--- config.mk ---
export PLATFORM = sky130hd
export DESIGN_NAME = pitb_top
export DESIGN_NICKNAME = d
export VERILOG_FILES = /design/src/design/pitb_pkg.sv /design/src/design/pitb_tick_gen.sv /design/src/design/pitb_top.sv
export VERILOG_INCLUDE_DIRS = /design/src /design/src/design
export SDC_FILE = /design/constraint.sdc
export NUM_CORES = 1
export LEC_CHECK = 0
export BUFFER_PORTS_ARGS = -buffer_cell sky130_fd_sc_hd__buf_2
export CAP_MARGIN = 20
export CELL_PAD_IN_SITES_DETAIL_PLACEMENT = 1
export CELL_PAD_IN_SITES_GLOBAL_PLACEMENT = 2
export CORE_MARGIN = 4
export CORE_UTILIZATION = 35
export CTS_CLUSTER_SIZE = 16
export DETAILED_ROUTE_END_ITERATION = 8
export GPL_TIMING_DRIVEN = 0
export HOLD_SLACK_MARGIN = 0.05
export PLACE_DENSITY = 0.95
export SLEW_MARGIN = 20
export SYNTH_ARGS = -nofsm -noshare
export SYNTH_HDL_FRONTEND = slang
export SYNTH_SLANG_ARGS = --single-unit
export TNS_END_PERCENT = 50
--- constraint.sdc ---
create_clock -name MCLK -period 3.1 [get_ports MCLK]
set_clock_uncertainty 0.15 [all_clocks]
set_input_delay 0.93 -clock MCLK [delete_from_list [all_inputs] [get_ports MCLK]]
set_output_delay 0.93 -clock MCLK [all_outputs]
set_load 0.02 [all_outputs]
--- src/design/pitb_params.svh ---
/*
 * Register map, field positions, reset values and time base constants
 * for the interrupt request and time base block.
 * Assumes inclusion by bare name from every design file that needs it.
 */
`ifndef PITB_PARAMS_SVH
`define PITB_PARAMS_SVH

`define PITB_ADDR_W 8
`define PITB_OFS_PSC0 8'h00
`define PITB_OFS_PSC1 8'h04
`define PITB_OFS_TIME_BASE0_CONTROL 8'h08
`define PITB_OFS_TIME_BASE1_CONTROL 8'h0c
`define PITB_OFS_IRQ_CTRL 8'h10
`define PITB_OFS_IRQ_FLAGS 8'h14
`define PITB_OFS_GRP_CTRL 8'h18
`define PITB_OFS_GRP_FLAGS 8'h1c

`define PITB_RST_BYTE 8'h00
`define PITB_RD_ZERO 32'h0000_0000

// Prescaler select and time base control fields
`define PITB_PSC_MSB 1
`define PITB_TB_RUN_BIT 7
`define PITB_TB_PER_MSB 2
`define PITB_PSC_MASK 8'h03
`define PITB_TB_MASK 8'h87
`define PITB_SRC_SYS 2'h0
`define PITB_SRC_DIV4 2'h1
`define PITB_DIV4_LAST 2'h3
`define PITB_TB_CNT_W 15
`define PITB_TB_FULL_MASK 15'h7fff
`define PITB_PER_MAX 3'h7

// Core control bits
`define PITB_GIE_BIT 0
`define PITB_CONV_EN_BIT 1
`define PITB_TICK0_EN_BIT 2
`define PITB_TICK1_EN_BIT 3
`define PITB_IRQ_CTRL_MASK 8'h0f
// Core flag bits
`define PITB_CONV_F_BIT 0
`define PITB_TICK0_F_BIT 1
`define PITB_TICK1_F_BIT 2
`define PITB_IRQ_FLAGS_MASK 8'h07
// Group sources and groups, same positions in control and flag registers
`define PITB_TMA_BIT 0
`define PITB_TMP_BIT 1
`define PITB_LVS_BIT 2
`define PITB_NVW_BIT 3
`define PITB_GRP0_BIT 4
`define PITB_GRP1_BIT 5
`define PITB_GRP_MASK 8'h3f

`endif

--- src/design/pitb_pkg.sv ---
/*
 * Types shared by the interrupt request and time base block.
 * Assumes the params header is on the include path.
 */
`include "pitb_params.svh"

package pitb_pkg;
    typedef enum logic [2:0] {
        PITB_VEC_CONV = 3'h0,
        PITB_VEC_TICK0 = 3'h1,
        PITB_VEC_TICK1 = 3'h2,
        PITB_VEC_GRP0 = 3'h3,
        PITB_VEC_GRP1 = 3'h4
    } pitb_vec_t;
endpackage

--- src/design/pitb_tick_gen.sv ---
/*
 * One time base: prescaler source choice and a programmable overflow divider.
 * Assumes sub_tick is a one-cycle pulse synchronous to clk at the sub clock rate.
 */
`timescale 1ns/1ps
`include "pitb_params.svh"

module pitb_tick_gen (
    input wire logic clk,
    input wire logic rst,
    input wire logic [1:0] src_sel,
    input wire logic run,
    input wire logic [2:0] period_sel,
    input wire logic sub_tick,
    output logic overflow
);
    import pitb_pkg::*;

    logic [1:0] div_reg;
    logic [`PITB_TB_CNT_W-1:0] cnt_reg;
    logic [`PITB_TB_CNT_W-1:0] mask;
    logic clk_en;

    // Free-running quarter-rate divider, shared by nothing else
    always_ff @(posedge clk)
    begin
        if (rst)
            div_reg <= 2'h0;
        else
            div_reg <= div_reg + 2'h1;
    end

    always_comb
    begin
        unique case (src_sel)
            `PITB_SRC_SYS: clk_en = 1'b1;
            `PITB_SRC_DIV4: clk_en = (div_reg == `PITB_DIV4_LAST);
            default: clk_en = sub_tick;
        endcase
    end

    // Period of 2^(8+sel) prescaler clocks
    assign mask = `PITB_TB_FULL_MASK >> (`PITB_PER_MAX - period_sel);
    assign overflow = run && clk_en && ((cnt_reg & mask) == mask);

    // Stopping clears the count so a restart always gives a full first period
    always_ff @(posedge clk)
    begin
        if (rst || !run)
            cnt_reg <= '0;
        else if (clk_en)
            cnt_reg <= overflow ? '0 : cnt_reg + 1'b1;
    end

    a_tick_stop: assert property (@(posedge clk) disable iff (rst) !run |=> cnt_reg == '0 && !overflow)
        else $error("time base count kept or overflowed while stopped");
    a_tick_count: assert property (@(posedge clk) disable iff (rst)
        overflow |-> (cnt_reg == mask) && ($past(run) || cnt_reg == '0))
        else $error("time base overflow at wrong count");
endmodule

--- src/design/pitb_top.sv ---
/*
 * Interrupt request logic with two time bases, APB register slave.
 * Assumes APB master per AMBA, sources give one-cycle pulses (low supply may be a level),
 * and the core pulses IRQ_ACK when it takes the offered vector and RETURN_FROM_IRQ_DONE on a return-from-interrupt.
 */
//
// Contract
// - Conversion done sets the conversion flag.
// - Conversion vector needs global and conversion enables, flag, stack not full.
// - Servicing conversion clears its flag and the global enable.
// - Each time base overflow sets its tick flag.
// - Tick vector needs global and tick enables, flag, stack not full.
// - Servicing a tick clears its flag and the global enable.
// - Prescaler 0 source: 00 system, 01 system/4, 1x sub clock.
// - Prescaler 1 source chosen the same way.
// - Time base 0 control bit 7 runs it; resets to zero.
// - Time base 0 period is 2^(8+field) prescaler 0 clocks.
// - Time base 1 control bit 7 runs it; resets to zero.
// - Time base 1 period is 2^(8+field) prescaler 1 clocks.
// - Unimplemented select and control bits read zero.
// - Timer module has compare A and P flags with own enables.
// - Timer vector needs global, timer, group enables, flag, stack not full.
// - Timer service clears only group flag and global enable.
// - Low supply sets its flag; vectors via group with three enables.
// - Write done sets its flag; vectors via group with three enables.
// - A group flag sets when any included source flag becomes set.
// - Return-from-interrupt sets the global enable; plain return does not.
// - Any flag rising gives a wake pulse regardless of enables.
`timescale 1ns/1ps
`include "pitb_params.svh"

module pitb_top (
    input wire logic MCLK,
    input wire logic RST,
    input wire logic PSEL,
    input wire logic PENABLE,
    input wire logic PWRITE,
    input wire logic [`PITB_ADDR_W-1:0] PADDR,
    input wire logic [31:0] PWDATA,
    output logic [31:0] PRDATA,
    output logic PREADY,
    output logic PSLVERR,
    input wire logic ADC_DONE,
    input wire logic TM_A_MATCH,
    input wire logic TM_P_MATCH,
    input wire logic LOW_SUPPLY,
    input wire logic NV_WRITE_DONE,
    input wire logic SUB_CLK_TICK,
    input wire logic STACK_FULL,
    input wire logic IRQ_ACK,
    input wire logic RETURN_FROM_IRQ_DONE,
    output logic IRQ_REQ,
    output pitb_pkg::pitb_vec_t IRQ_VECTOR,
    output logic WAKE
);
    import pitb_pkg::*;

    logic [7:0] psc0_reg;
    logic [7:0] psc1_reg;
    logic [7:0] time_base0_control_reg;
    logic [7:0] time_base1_control_reg;
    logic [7:0] irq_ctrl_reg;
    logic [7:0] irq_flags_reg;
    logic [7:0] irq_flags_next;
    logic [7:0] grp_ctrl_reg;
    logic [7:0] grp_flags_reg;
    logic [7:0] grp_flags_next;
    logic [31:0] prdata_reg;
    logic [31:0] rd_data;
    logic pslverr_reg;
    logic rd_hit;
    logic wr_en;
    logic setup;
    logic tick0_ovf;
    logic tick1_ovf;
    logic [7:0] src_set;
    logic [7:0] grp_set;
    logic serve;
    logic req_reg;
    logic req_next;
    pitb_vec_t vec_reg;
    pitb_vec_t vec_next;
    logic wake_reg;
    logic gie_next;

    assign setup = PSEL && !PENABLE;
    assign wr_en = PSEL && PENABLE && PWRITE;
    assign serve = IRQ_ACK && req_reg;

    // Time bases
    pitb_tick_gen u_tick0 (
        .clk(MCLK),
        .rst(RST),
        .src_sel(psc0_reg[`PITB_PSC_MSB:0]),
        .run(time_base0_control_reg[`PITB_TB_RUN_BIT]),
        .period_sel(time_base0_control_reg[`PITB_TB_PER_MSB:0]),
        .sub_tick(SUB_CLK_TICK),
        .overflow(tick0_ovf)
    );

    pitb_tick_gen u_tick1 (
        .clk(MCLK),
        .rst(RST),
        .src_sel(psc1_reg[`PITB_PSC_MSB:0]),
        .run(time_base1_control_reg[`PITB_TB_RUN_BIT]),
        .period_sel(time_base1_control_reg[`PITB_TB_PER_MSB:0]),
        .sub_tick(SUB_CLK_TICK),
        .overflow(tick1_ovf)
    );

    // Configuration registers; unimplemented bits never store
    always_ff @(posedge MCLK)
    begin
        if (RST)
        begin
            psc0_reg <= `PITB_RST_BYTE;
            psc1_reg <= `PITB_RST_BYTE;
            time_base0_control_reg <= `PITB_RST_BYTE;
            time_base1_control_reg <= `PITB_RST_BYTE;
            grp_ctrl_reg <= `PITB_RST_BYTE;
        end
        else if (wr_en)
        begin
            unique case (PADDR)
                `PITB_OFS_PSC0: psc0_reg <= PWDATA[7:0] & `PITB_PSC_MASK;
                `PITB_OFS_PSC1: psc1_reg <= PWDATA[7:0] & `PITB_PSC_MASK;
                `PITB_OFS_TIME_BASE0_CONTROL: time_base0_control_reg <= PWDATA[7:0] & `PITB_TB_MASK;
                `PITB_OFS_TIME_BASE1_CONTROL: time_base1_control_reg <= PWDATA[7:0] & `PITB_TB_MASK;
                `PITB_OFS_GRP_CTRL: grp_ctrl_reg <= PWDATA[7:0] & `PITB_GRP_MASK;
                default: ;
            endcase
        end
    end

    // Global enable: service clears it, return-from-interrupt sets it
    always_comb
    begin
        gie_next = irq_ctrl_reg[`PITB_GIE_BIT];
        if (wr_en && PADDR == `PITB_OFS_IRQ_CTRL)
            gie_next = PWDATA[`PITB_GIE_BIT];
        if (serve)
            gie_next = 1'b0;
        if (RETURN_FROM_IRQ_DONE)
            gie_next = 1'b1;
    end

    always_ff @(posedge MCLK)
    begin
        if (RST)
            irq_ctrl_reg <= `PITB_RST_BYTE;
        else
        begin
            if (wr_en && PADDR == `PITB_OFS_IRQ_CTRL)
                irq_ctrl_reg <= PWDATA[7:0] & `PITB_IRQ_CTRL_MASK;
            irq_ctrl_reg[`PITB_GIE_BIT] <= gie_next;
        end
    end

    // Core flags: hardware set beats both software write and service clear
    always_comb
    begin
        irq_flags_next = irq_flags_reg;
        if (wr_en && PADDR == `PITB_OFS_IRQ_FLAGS)
            irq_flags_next = PWDATA[7:0] & `PITB_IRQ_FLAGS_MASK;
        if (serve && vec_reg == PITB_VEC_CONV)
            irq_flags_next[`PITB_CONV_F_BIT] = 1'b0;
        if (serve && vec_reg == PITB_VEC_TICK0)
            irq_flags_next[`PITB_TICK0_F_BIT] = 1'b0;
        if (serve && vec_reg == PITB_VEC_TICK1)
            irq_flags_next[`PITB_TICK1_F_BIT] = 1'b0;
        if (ADC_DONE)
            irq_flags_next[`PITB_CONV_F_BIT] = 1'b1;
        if (tick0_ovf)
            irq_flags_next[`PITB_TICK0_F_BIT] = 1'b1;
        if (tick1_ovf)
            irq_flags_next[`PITB_TICK1_F_BIT] = 1'b1;
    end

    // Group sources: service never touches them, only software clears them
    always_comb
    begin
        src_set = '0;
        src_set[`PITB_TMA_BIT] = TM_A_MATCH;
        src_set[`PITB_TMP_BIT] = TM_P_MATCH;
        src_set[`PITB_LVS_BIT] = LOW_SUPPLY;
        src_set[`PITB_NVW_BIT] = NV_WRITE_DONE;
        grp_flags_next = grp_flags_reg;
        if (wr_en && PADDR == `PITB_OFS_GRP_FLAGS)
            grp_flags_next = PWDATA[7:0] & `PITB_GRP_MASK;
        if (serve && vec_reg == PITB_VEC_GRP0)
            grp_flags_next[`PITB_GRP0_BIT] = 1'b0;
        if (serve && vec_reg == PITB_VEC_GRP1)
            grp_flags_next[`PITB_GRP1_BIT] = 1'b0;
        grp_flags_next = grp_flags_next | src_set;
        // A source newly set sets its group, even against a clear of the group
        grp_set = grp_flags_next & ~grp_flags_reg;
        if (grp_set[`PITB_TMA_BIT] || grp_set[`PITB_TMP_BIT])
            grp_flags_next[`PITB_GRP0_BIT] = 1'b1;
        if (grp_set[`PITB_LVS_BIT] || grp_set[`PITB_NVW_BIT])
            grp_flags_next[`PITB_GRP1_BIT] = 1'b1;
    end

    always_ff @(posedge MCLK)
    begin
        if (RST)
        begin
            irq_flags_reg <= `PITB_RST_BYTE;
            grp_flags_reg <= `PITB_RST_BYTE;
        end
        else
        begin
            irq_flags_reg <= irq_flags_next;
            grp_flags_reg <= grp_flags_next;
        end
    end

    // Request arbitration in fixed priority: conversion, tick 0, tick 1, group 0, group 1
    always_comb
    begin
        req_next = 1'b0;
        vec_next = vec_reg;
        if (irq_ctrl_reg[`PITB_CONV_EN_BIT] && irq_flags_reg[`PITB_CONV_F_BIT])
        begin
            req_next = 1'b1;
            vec_next = PITB_VEC_CONV;
        end
        else if (irq_ctrl_reg[`PITB_TICK0_EN_BIT] && irq_flags_reg[`PITB_TICK0_F_BIT])
        begin
            req_next = 1'b1;
            vec_next = PITB_VEC_TICK0;
        end
        else if (irq_ctrl_reg[`PITB_TICK1_EN_BIT] && irq_flags_reg[`PITB_TICK1_F_BIT])
        begin
            req_next = 1'b1;
            vec_next = PITB_VEC_TICK1;
        end
        else if (grp_ctrl_reg[`PITB_GRP0_BIT] && grp_flags_reg[`PITB_GRP0_BIT] &&
                 ((grp_ctrl_reg[`PITB_TMA_BIT] && grp_flags_reg[`PITB_TMA_BIT]) ||
                  (grp_ctrl_reg[`PITB_TMP_BIT] && grp_flags_reg[`PITB_TMP_BIT])))
        begin
            req_next = 1'b1;
            vec_next = PITB_VEC_GRP0;
        end
        else if (grp_ctrl_reg[`PITB_GRP1_BIT] && grp_flags_reg[`PITB_GRP1_BIT] &&
                 ((grp_ctrl_reg[`PITB_LVS_BIT] && grp_flags_reg[`PITB_LVS_BIT]) ||
                  (grp_ctrl_reg[`PITB_NVW_BIT] && grp_flags_reg[`PITB_NVW_BIT])))
        begin
            req_next = 1'b1;
            vec_next = PITB_VEC_GRP1;
        end
        // A full stack or a cleared global enable holds every request back
        if (!irq_ctrl_reg[`PITB_GIE_BIT] || STACK_FULL || serve)
            req_next = 1'b0;
    end

    always_ff @(posedge MCLK)
    begin
        if (RST)
        begin
            req_reg <= 1'b0;
            vec_reg <= PITB_VEC_CONV;
        end
        else
        begin
            req_reg <= req_next;
            vec_reg <= vec_next;
        end
    end

    // Wake on any rising flag, independent of enables
    always_ff @(posedge MCLK)
    begin
        if (RST)
            wake_reg <= 1'b0;
        else
            wake_reg <= |(irq_flags_next & ~irq_flags_reg) || |(grp_flags_next & ~grp_flags_reg);
    end

    // APB read data captured in setup so it comes from a flop during access
    always_comb
    begin
        rd_data = `PITB_RD_ZERO;
        rd_hit = 1'b1;
        unique case (PADDR)
            `PITB_OFS_PSC0: rd_data[7:0] = psc0_reg;
            `PITB_OFS_PSC1: rd_data[7:0] = psc1_reg;
            `PITB_OFS_TIME_BASE0_CONTROL: rd_data[7:0] = time_base0_control_reg;
            `PITB_OFS_TIME_BASE1_CONTROL: rd_data[7:0] = time_base1_control_reg;
            `PITB_OFS_IRQ_CTRL: rd_data[7:0] = irq_ctrl_reg;
            `PITB_OFS_IRQ_FLAGS: rd_data[7:0] = irq_flags_reg;
            `PITB_OFS_GRP_CTRL: rd_data[7:0] = grp_ctrl_reg;
            `PITB_OFS_GRP_FLAGS: rd_data[7:0] = grp_flags_reg;
            default: rd_hit = 1'b0;
        endcase
    end

    always_ff @(posedge MCLK)
    begin
        if (RST)
        begin
            prdata_reg <= `PITB_RD_ZERO;
            pslverr_reg <= 1'b0;
        end
        else if (setup)
        begin
            prdata_reg <= PWRITE ? `PITB_RD_ZERO : rd_data;
            pslverr_reg <= !rd_hit;
        end
    end

    assign PREADY = 1'b1;
    assign PRDATA = prdata_reg;
    assign PSLVERR = pslverr_reg && PSEL && PENABLE;
    assign IRQ_REQ = req_reg;
    assign IRQ_VECTOR = vec_reg;
    assign WAKE = wake_reg;

    a_conv_set: assert property (@(posedge MCLK) disable iff (RST)
        ADC_DONE |=> irq_flags_reg[`PITB_CONV_F_BIT])
        else $error("conversion done did not set its flag");
    a_conv_gate: assert property (@(posedge MCLK) disable iff (RST)
        IRQ_REQ && IRQ_VECTOR == PITB_VEC_CONV |-> $past(irq_ctrl_reg[`PITB_GIE_BIT]) &&
        $past(irq_ctrl_reg[`PITB_CONV_EN_BIT]) && $past(irq_flags_reg[`PITB_CONV_F_BIT]) && !$past(STACK_FULL))
        else $error("conversion request without its conditions");
    a_conv_serve: assert property (@(posedge MCLK) disable iff (RST)
        serve && vec_reg == PITB_VEC_CONV && !ADC_DONE && !wr_en && !RETURN_FROM_IRQ_DONE
        |=> !irq_flags_reg[`PITB_CONV_F_BIT] && !irq_ctrl_reg[`PITB_GIE_BIT] && !IRQ_REQ)
        else $error("conversion service did not clear flag and global enable");
    a_tick_set: assert property (@(posedge MCLK) disable iff (RST)
        tick0_ovf |=> irq_flags_reg[`PITB_TICK0_F_BIT])
        else $error("tick 0 overflow did not set its flag");
    a_stack_block: assert property (@(posedge MCLK) disable iff (RST) STACK_FULL |=> !IRQ_REQ)
        else $error("request offered while stack full");
    a_grp_keep: assert property (@(posedge MCLK) disable iff (RST)
        serve && vec_reg == PITB_VEC_GRP0 && !wr_en |=>
        $stable(grp_flags_reg[`PITB_TMP_BIT:`PITB_TMA_BIT]) || $rose(grp_flags_reg[`PITB_TMA_BIT]) ||
        $rose(grp_flags_reg[`PITB_TMP_BIT]))
        else $error("group service changed a source flag");
    a_grp_set: assert property (@(posedge MCLK) disable iff (RST)
        $rose(grp_flags_reg[`PITB_LVS_BIT]) |-> grp_flags_reg[`PITB_GRP1_BIT])
        else $error("low supply flag did not set its group");
    a_return_from_irq_gie: assert property (@(posedge MCLK) disable iff (RST) RETURN_FROM_IRQ_DONE |=> irq_ctrl_reg[`PITB_GIE_BIT])
        else $error("return-from-interrupt did not set the global enable");
    a_wake_rise: assert property (@(posedge MCLK) disable iff (RST)
        $rose(irq_flags_reg[`PITB_TICK1_F_BIT]) |-> WAKE)
        else $error("rising flag gave no wake");
    a_rsvd_zero: assert property (@(posedge MCLK) disable iff (RST)
        PSEL && PENABLE && !PWRITE && PADDR == `PITB_OFS_TIME_BASE0_CONTROL |-> PRDATA[6:3] == 4'h0)
        else $error("unimplemented bits read nonzero");
    a_prio_conv: assert property (@(posedge MCLK) disable iff (RST)
        IRQ_REQ && $past(irq_ctrl_reg[`PITB_CONV_EN_BIT] && irq_flags_reg[`PITB_CONV_F_BIT])
        |-> IRQ_VECTOR == PITB_VEC_CONV)
        else $error("priority order broken");
endmodule

# Word-level counts from Yosys, hierarchy flattened

Cells that the tools add are included.

Shift-type cells: 2
Muxes and demuxes: 31
Eq/ne operators: 17
$add $sub $neg: 6
Reductions and logical operators: 62
Bitwise gates (word level): 8

Operators with widths:

| kind                                                                   | number |
|---|---|
| 8-bit one-hot mux with 8 select lines                                  | 1 |
| 8-bit by 5-bit equality test with 1-bit output (second input constant) | 4 |
| 15-bit by 1-bit adder with 15-bit output (second input constant)       | 2 |
| 15-bit bitwise AND                                                     | 2 |
| 15-bit equality test                                                   | 2 |
| 15-bit two-way mux                                                     | 2 |
| 15-bit by 3-bit right shift with 15-bit output (first input constant)  | 2 |
| 1-bit logical AND                                                      | 29 |
| 8-bit two-way mux                                                      | 3 |
| 8-bit OR reduction                                                     | 3 |
| 1-bit two-way mux                                                      | 20 |
| 8-bit bitwise AND                                                      | 2 |
| 8-bit by 4-bit equality test with 1-bit output (second input constant) | 2 |
| 8-bit NOT                                                              | 2 |
| 2-bit AND reduction                                                    | 5 |
| 1-bit logical OR                                                       | 9 |
| 8-bit by 3-bit equality test with 1-bit output (second input constant) | 1 |
| 8-bit logical NOT                                                      | 1 |
| 8-bit by 4-bit OR with 8-bit output                                    | 1 |
| 3-bit by 2-bit equality test with 1-bit output (second input constant) | 2 |
| 2-bit two-way mux                                                      | 3 |
| 3-bit nonzero test                                                     | 2 |
| 3-bit subtractor (first input constant)                                | 2 |
| 1-bit logical NOT                                                      | 5 |
| other kinds (13)                                                       | 19 |

Bits in registers: 110
Output and inout port bits: 39
Input bits: 54
Word-level logic and storage cells: 146

# Depth between registers and ports, before layout

Depth after elaboration: 12
Mapped depth: 8
Mapped depth without buffers: 6

# By module

A second synthesis with hierarchy kept.

Cell total of the unflattened synthesis: 534
Area total of the unflattened synthesis: 4604.4 sq um

Modules (own cells, without submodules):

| module        | area an instance (sq um) | cells each | sequential area each (sq um) | instances |
|---|---|---|---|---|
| pitb_top      | 2837.7                   | 328        | 1041.0                       | 1 |
| pitb_tick_gen | 883.3                    | 103        | 340.3                        | 2 |

# Least setup slack after synthesis

OpenSTA, ideal clock, no wires.

Path kind: input port to flip-flop
Start point: in PADDR[4]
End point: reg irq_flags_reg[0]
Data arrival time: 2117 ps
Path buffers: 1
Required time: 2822 ps
Cell stages on the path: 6
Path slack: 706 ps
Library setup time: 128 ps
Cell sequence: buf_4 nor4b_4 nand3_1 mux2_2 a21oi_1 nor2_1

Cells in the longest elaborated chain, start to end: 5

RTL lines:

| item                                           | line            | source |
|---|---|---|
| start, declared                                | pitb_top.sv:38  | `` input wire logic [`PITB_ADDR_W-1:0] PADDR, `` |
| 8-bit by 5-bit equality test with 1-bit output | -               |  |
| 1-bit logical AND (no line)                    | -               |  |
| 8-bit two-way mux                              | pitb_top.sv:163 | `` if (wr_en && PADDR == `PITB_OFS_IRQ_FLAGS) `` |
| 1-bit two-way mux                              | pitb_top.sv:165 | `if (serve && vec_reg == PITB_VEC_CONV)` |
| 1-bit two-way mux                              | pitb_top.sv:171 | `if (ADC_DONE)` |
| end signal, assigned                           | pitb_top.sv:207 | `` irq_flags_reg <= `PITB_RST_BYTE; `` |
| end signal, assigned                           | pitb_top.sv:212 | `irq_flags_reg <= irq_flags_next;` |
| end, declared                                  | pitb_top.sv:63  | `logic [7:0] irq_flags_reg;` |

No other way between the ends.
A chain may end at the register's enable or synchronous reset.

# Final worst setup path

Start point: in PSEL
End point: reg wake_reg, in the netlist WAKE

Cells in the longest elaborated chain, start to end: 11
Elaborated cells on any way between the ends: 25
Classes of those cells: mux (12); bitwise (4); reduce/logical (9)

RTL lines:

| item                                 | line                             | source |
|---|---|---|
| start, declared                      | pitb_top.sv:35                   | `input wire logic PSEL,` |
| 1-bit logical AND (*) (2 in a row)   | pitb_top.sv:87                   | `assign wr_en = PSEL && PENABLE && PWRITE;` |
| 1-bit logical AND (no line)          | -                                |  |
| 8-bit two-way mux                    | pitb_top.sv:188                  | `` if (wr_en && PADDR == `PITB_OFS_GRP_FLAGS) `` |
| 8-bit by 4-bit OR with 8-bit output  | pitb_top.sv:194                  | `grp_flags_next = grp_flags_next \| src_set;` |
| 4-bit bitwise AND                    | pitb_top.sv:196                  | `grp_set = grp_flags_next & ~grp_flags_reg;` |
| 1-bit logical OR (on tied branches)  | pitb_top.sv:197, pitb_top.sv:199 |  |
| 1-bit two-way mux (on tied branches) | pitb_top.sv:197, pitb_top.sv:199 |  |
| 8-bit bitwise AND                    | pitb_top.sv:276                  | `wake_reg <= \|(irq_flags_next & ~irq_flags_reg) \|\| \|(grp_flags_next & ~grp_flags_reg);` |
| 8-bit OR reduction                   | pitb_top.sv:276                  |  |
| 1-bit logical OR (*)                 | pitb_top.sv:276                  |  |
| end signal, assigned                 | pitb_top.sv:276                  |  |
| end, declared                        | pitb_top.sv:83                   | `logic wake_reg;` |

Mark *: on every way between the ends. The rest lies on a longest branch, timed or not.

==> reports/metrics.yaml <==
tns_ns: 0
wl_mm: 12.82
combPwrFrac: 0.075
dp_hpwl_mm: 9.726
die_width_um: 120.3
post-cts-setup-buffer-count: 0
drt_iter0_markers: 191
grt_usage: 0.1784
layout-drive-gt1-share: 0.1922
ys_types: 70
status: "completed"
r2r_cells: 6
final_util: 0.4272
min_path_cells: 1
syn_area_sq_mm: 0.004410
drc: 0
crit_fanout: 10
port_buffers: 40
insertion_delay_ns: 0.33
crit_path_end_kind: "register"
h-tree-depth: 3
synth-seq-area-share: 0.3904
r2r-start: "u_tick0.cnt_reg[8]"
routed_via_density: 5.139
avgSynthCellArea_sq_um: 8.581
r2r_end: "u_tick0.cnt_reg[13]"
r2r_slack_ns: 0.97
fill_cells: 1476
dieArea_sq_mm: 0.01446
grt_pass1_wl_mm: 20.69
power.density_mw_per_mm2: 451.6
post_dp_cell_area_sq_mm: 0.004907
die_y_um: 120.3
leakagePower_nw: 2.116
worst_hold_path_type: "register to register"
final.setup.worst_slack_ns: 0.4104
power_w: 0.002346
cts_tree: "yes"
p_seq_frac: 0.484
final_max_slew_viol_count: 0
worst-setup-path-type: "input port to register"
p_switching_w: 0.0005532
dr.pass1.iters: 4
mostFrequentLayoutCells: "dfxtp_1, nor2_1, nand2_1"
vias: 3911
grt_pass1_vias: 4060
ys_warn_count: 0
synth_edf_count: 0
core_sq_mm: 0.01216
wl_per_cell_um: 16.85
fp-row-count: 40
clkPwrFrac: 0.441
nets: 646
cts_buffers: 9
grt_max_degree: 14
cts_buffer_depth: 2
antenna_found_initial: 0
postCtsResizedCells: 0
initial_utilization: 0.3627
max-slew-margin-rel: 0.4411
grt_remaining_overflow: 0
hold_end: "u_tick1.div_reg[0]"
cts_hold_buf: 0
hold_start: "u_tick1.div_reg[0]"
cp_data_required_time_ns: 3.21
drtAntennaViolNets: 0
cp.arrival_ns: 2.80
finalHoldViolCount: 0
final_common_cell: "dfxtp_1"
period_share: 0.8676
async_flop_share: 0
synthCells: 514
clkTransAtPathRegs_ns: 0.06
areaGrowthSynthToFinish_pct: 17.79
max_freq_mhz: 371.8
cts_sinks: 86
rsz0062_at_grt: "no"
num_antenna_cells: 0
tightest_slew_ns: 0.8308
swShare: 0.2358
synth_ff_type: "dfxtp_1"
ys_ff_latch: 86
ir_drop_v: 0.0001876
maxCapViolCount: 0
place_ws_ns: 0.1231
setup_viol: 0
finalInstanceArea_sq_mm: 0.005195
p_int_w: 0.001793
start_kind: "input port"
timing.final.crit_period_ns: 2.690
cts_root_buffer: "clkbuf_16"
globalplace.congestion: 0.8139
pin_count: 93
[routing by layer]
layer | part of all wire | global-route usage | vias to the layer above
met4 | 0.011 | 0.04887 | 0
met5 | 0 | 0 | -
met2 | 0.47 | 0.2957 | 98
li1 | - | - | 1908
met3 | 0.054 | 0.03134 | 12
met1 | 0.47 | 0.2400 | 1893
[cell type report]
type | count | area (sq um) | share of cell area
multi-input combinational | 394 | 2442 | 0.4701
sequential | 86 | 1722 | 0.3314
buffer | 43 | 280.3 | 0.05395
clock buffer | 13 | 270.3 | 0.05202
tap | 168 | 210.2 | 0.04046
timing repair buffer | 40 | 200.2 | 0.03854
inverter | 14 | 52.55 | 0.01012
clock inverter | 3 | 17.52 | 0.003372
[cell usage after synthesis (5+ instances only)]
library cell	count	area [sq um]
a31oi_1	8	50.05
dfxtp_1	86	1722
and2_1	10	62.56
mux2_2	6	67.56
o21ai_0	9	45.04
nand2b_1	5	31.28
a21oi_1	27	135.1
a22o_1	6	52.55
nand3_1	18	90.09
and3_1	10	62.56
nor2_1	71	266.5
inv_1	14	52.55
mux2i_1	18	180.2
clkbuf_1	9	33.78
xor2_1	14	122.6
nand2_1	48	180.2
nor2b_1	10	62.56
a22oi_1	7	52.55
buf_4	28	210.2
xnor2_1	11	96.34
nand4_1	11	68.82
nor3_1	9	45.04
[stage by stage]
stage	cells	hold slack, ns
2_1_floorplan	537	0.2396
3_3_place_gp	745	0.2498
3_5_place_dp	745	0.2632
4_1_cts	761	0.2742
5_1_grt	761	0.2856
6_report	761	0.2713
[worst max-delay path, cell delays in order]
cell      delay, ns
buf_2          0.10
and3_1         0.25
clkbuf_1       0.45
nand3_2        0.32
o21ai_0        0.44
nor3_1         0.10
a41oi_2        0.19
[logic make-up after synthesis]
group                    synth area share
other                            0.001703
buffers and inverters             0.07546
XOR/XNOR                          0.04965
AO/OA/AOI/OAI                      0.1413
multiplexers                      0.05617
AND/OR/NAND/NOR                    0.2740
flip-flops                         0.3904
adder cells (fa/ha/maj)           0.01135
[worst max-delay path by stage]
stage,depth (start not counted),endpoint,startpoint
final,7,WAKE,PSEL
after CTS,7,WAKE,PSEL
after global placement,6,WAKE,PADDR[5]
after detailed placement,7,WAKE,PSEL
after global routing,7,WAKE,PSEL
after floorplan,6,irq_flags_reg[0],PADDR[4]
[power by group through the flow]
stage / registers [W] / clock network (W) / logic (W)
3_3_place_gp: 0.00116 / 0 / 0.000170
2_1_floorplan: 0.00115 / 0 / 0.000115
5_1_grt: 0.00114 / 0.00111 / 0.000193
6_report: 0.00113 / 0.00103 / 0.000177
3_5_place_dp: 0.00116 / 0 / 0.000174
4_1_cts: 0.00113 / 0.00107 / 0.000174
No activity file was read; power rests on OpenSTA's default activity.
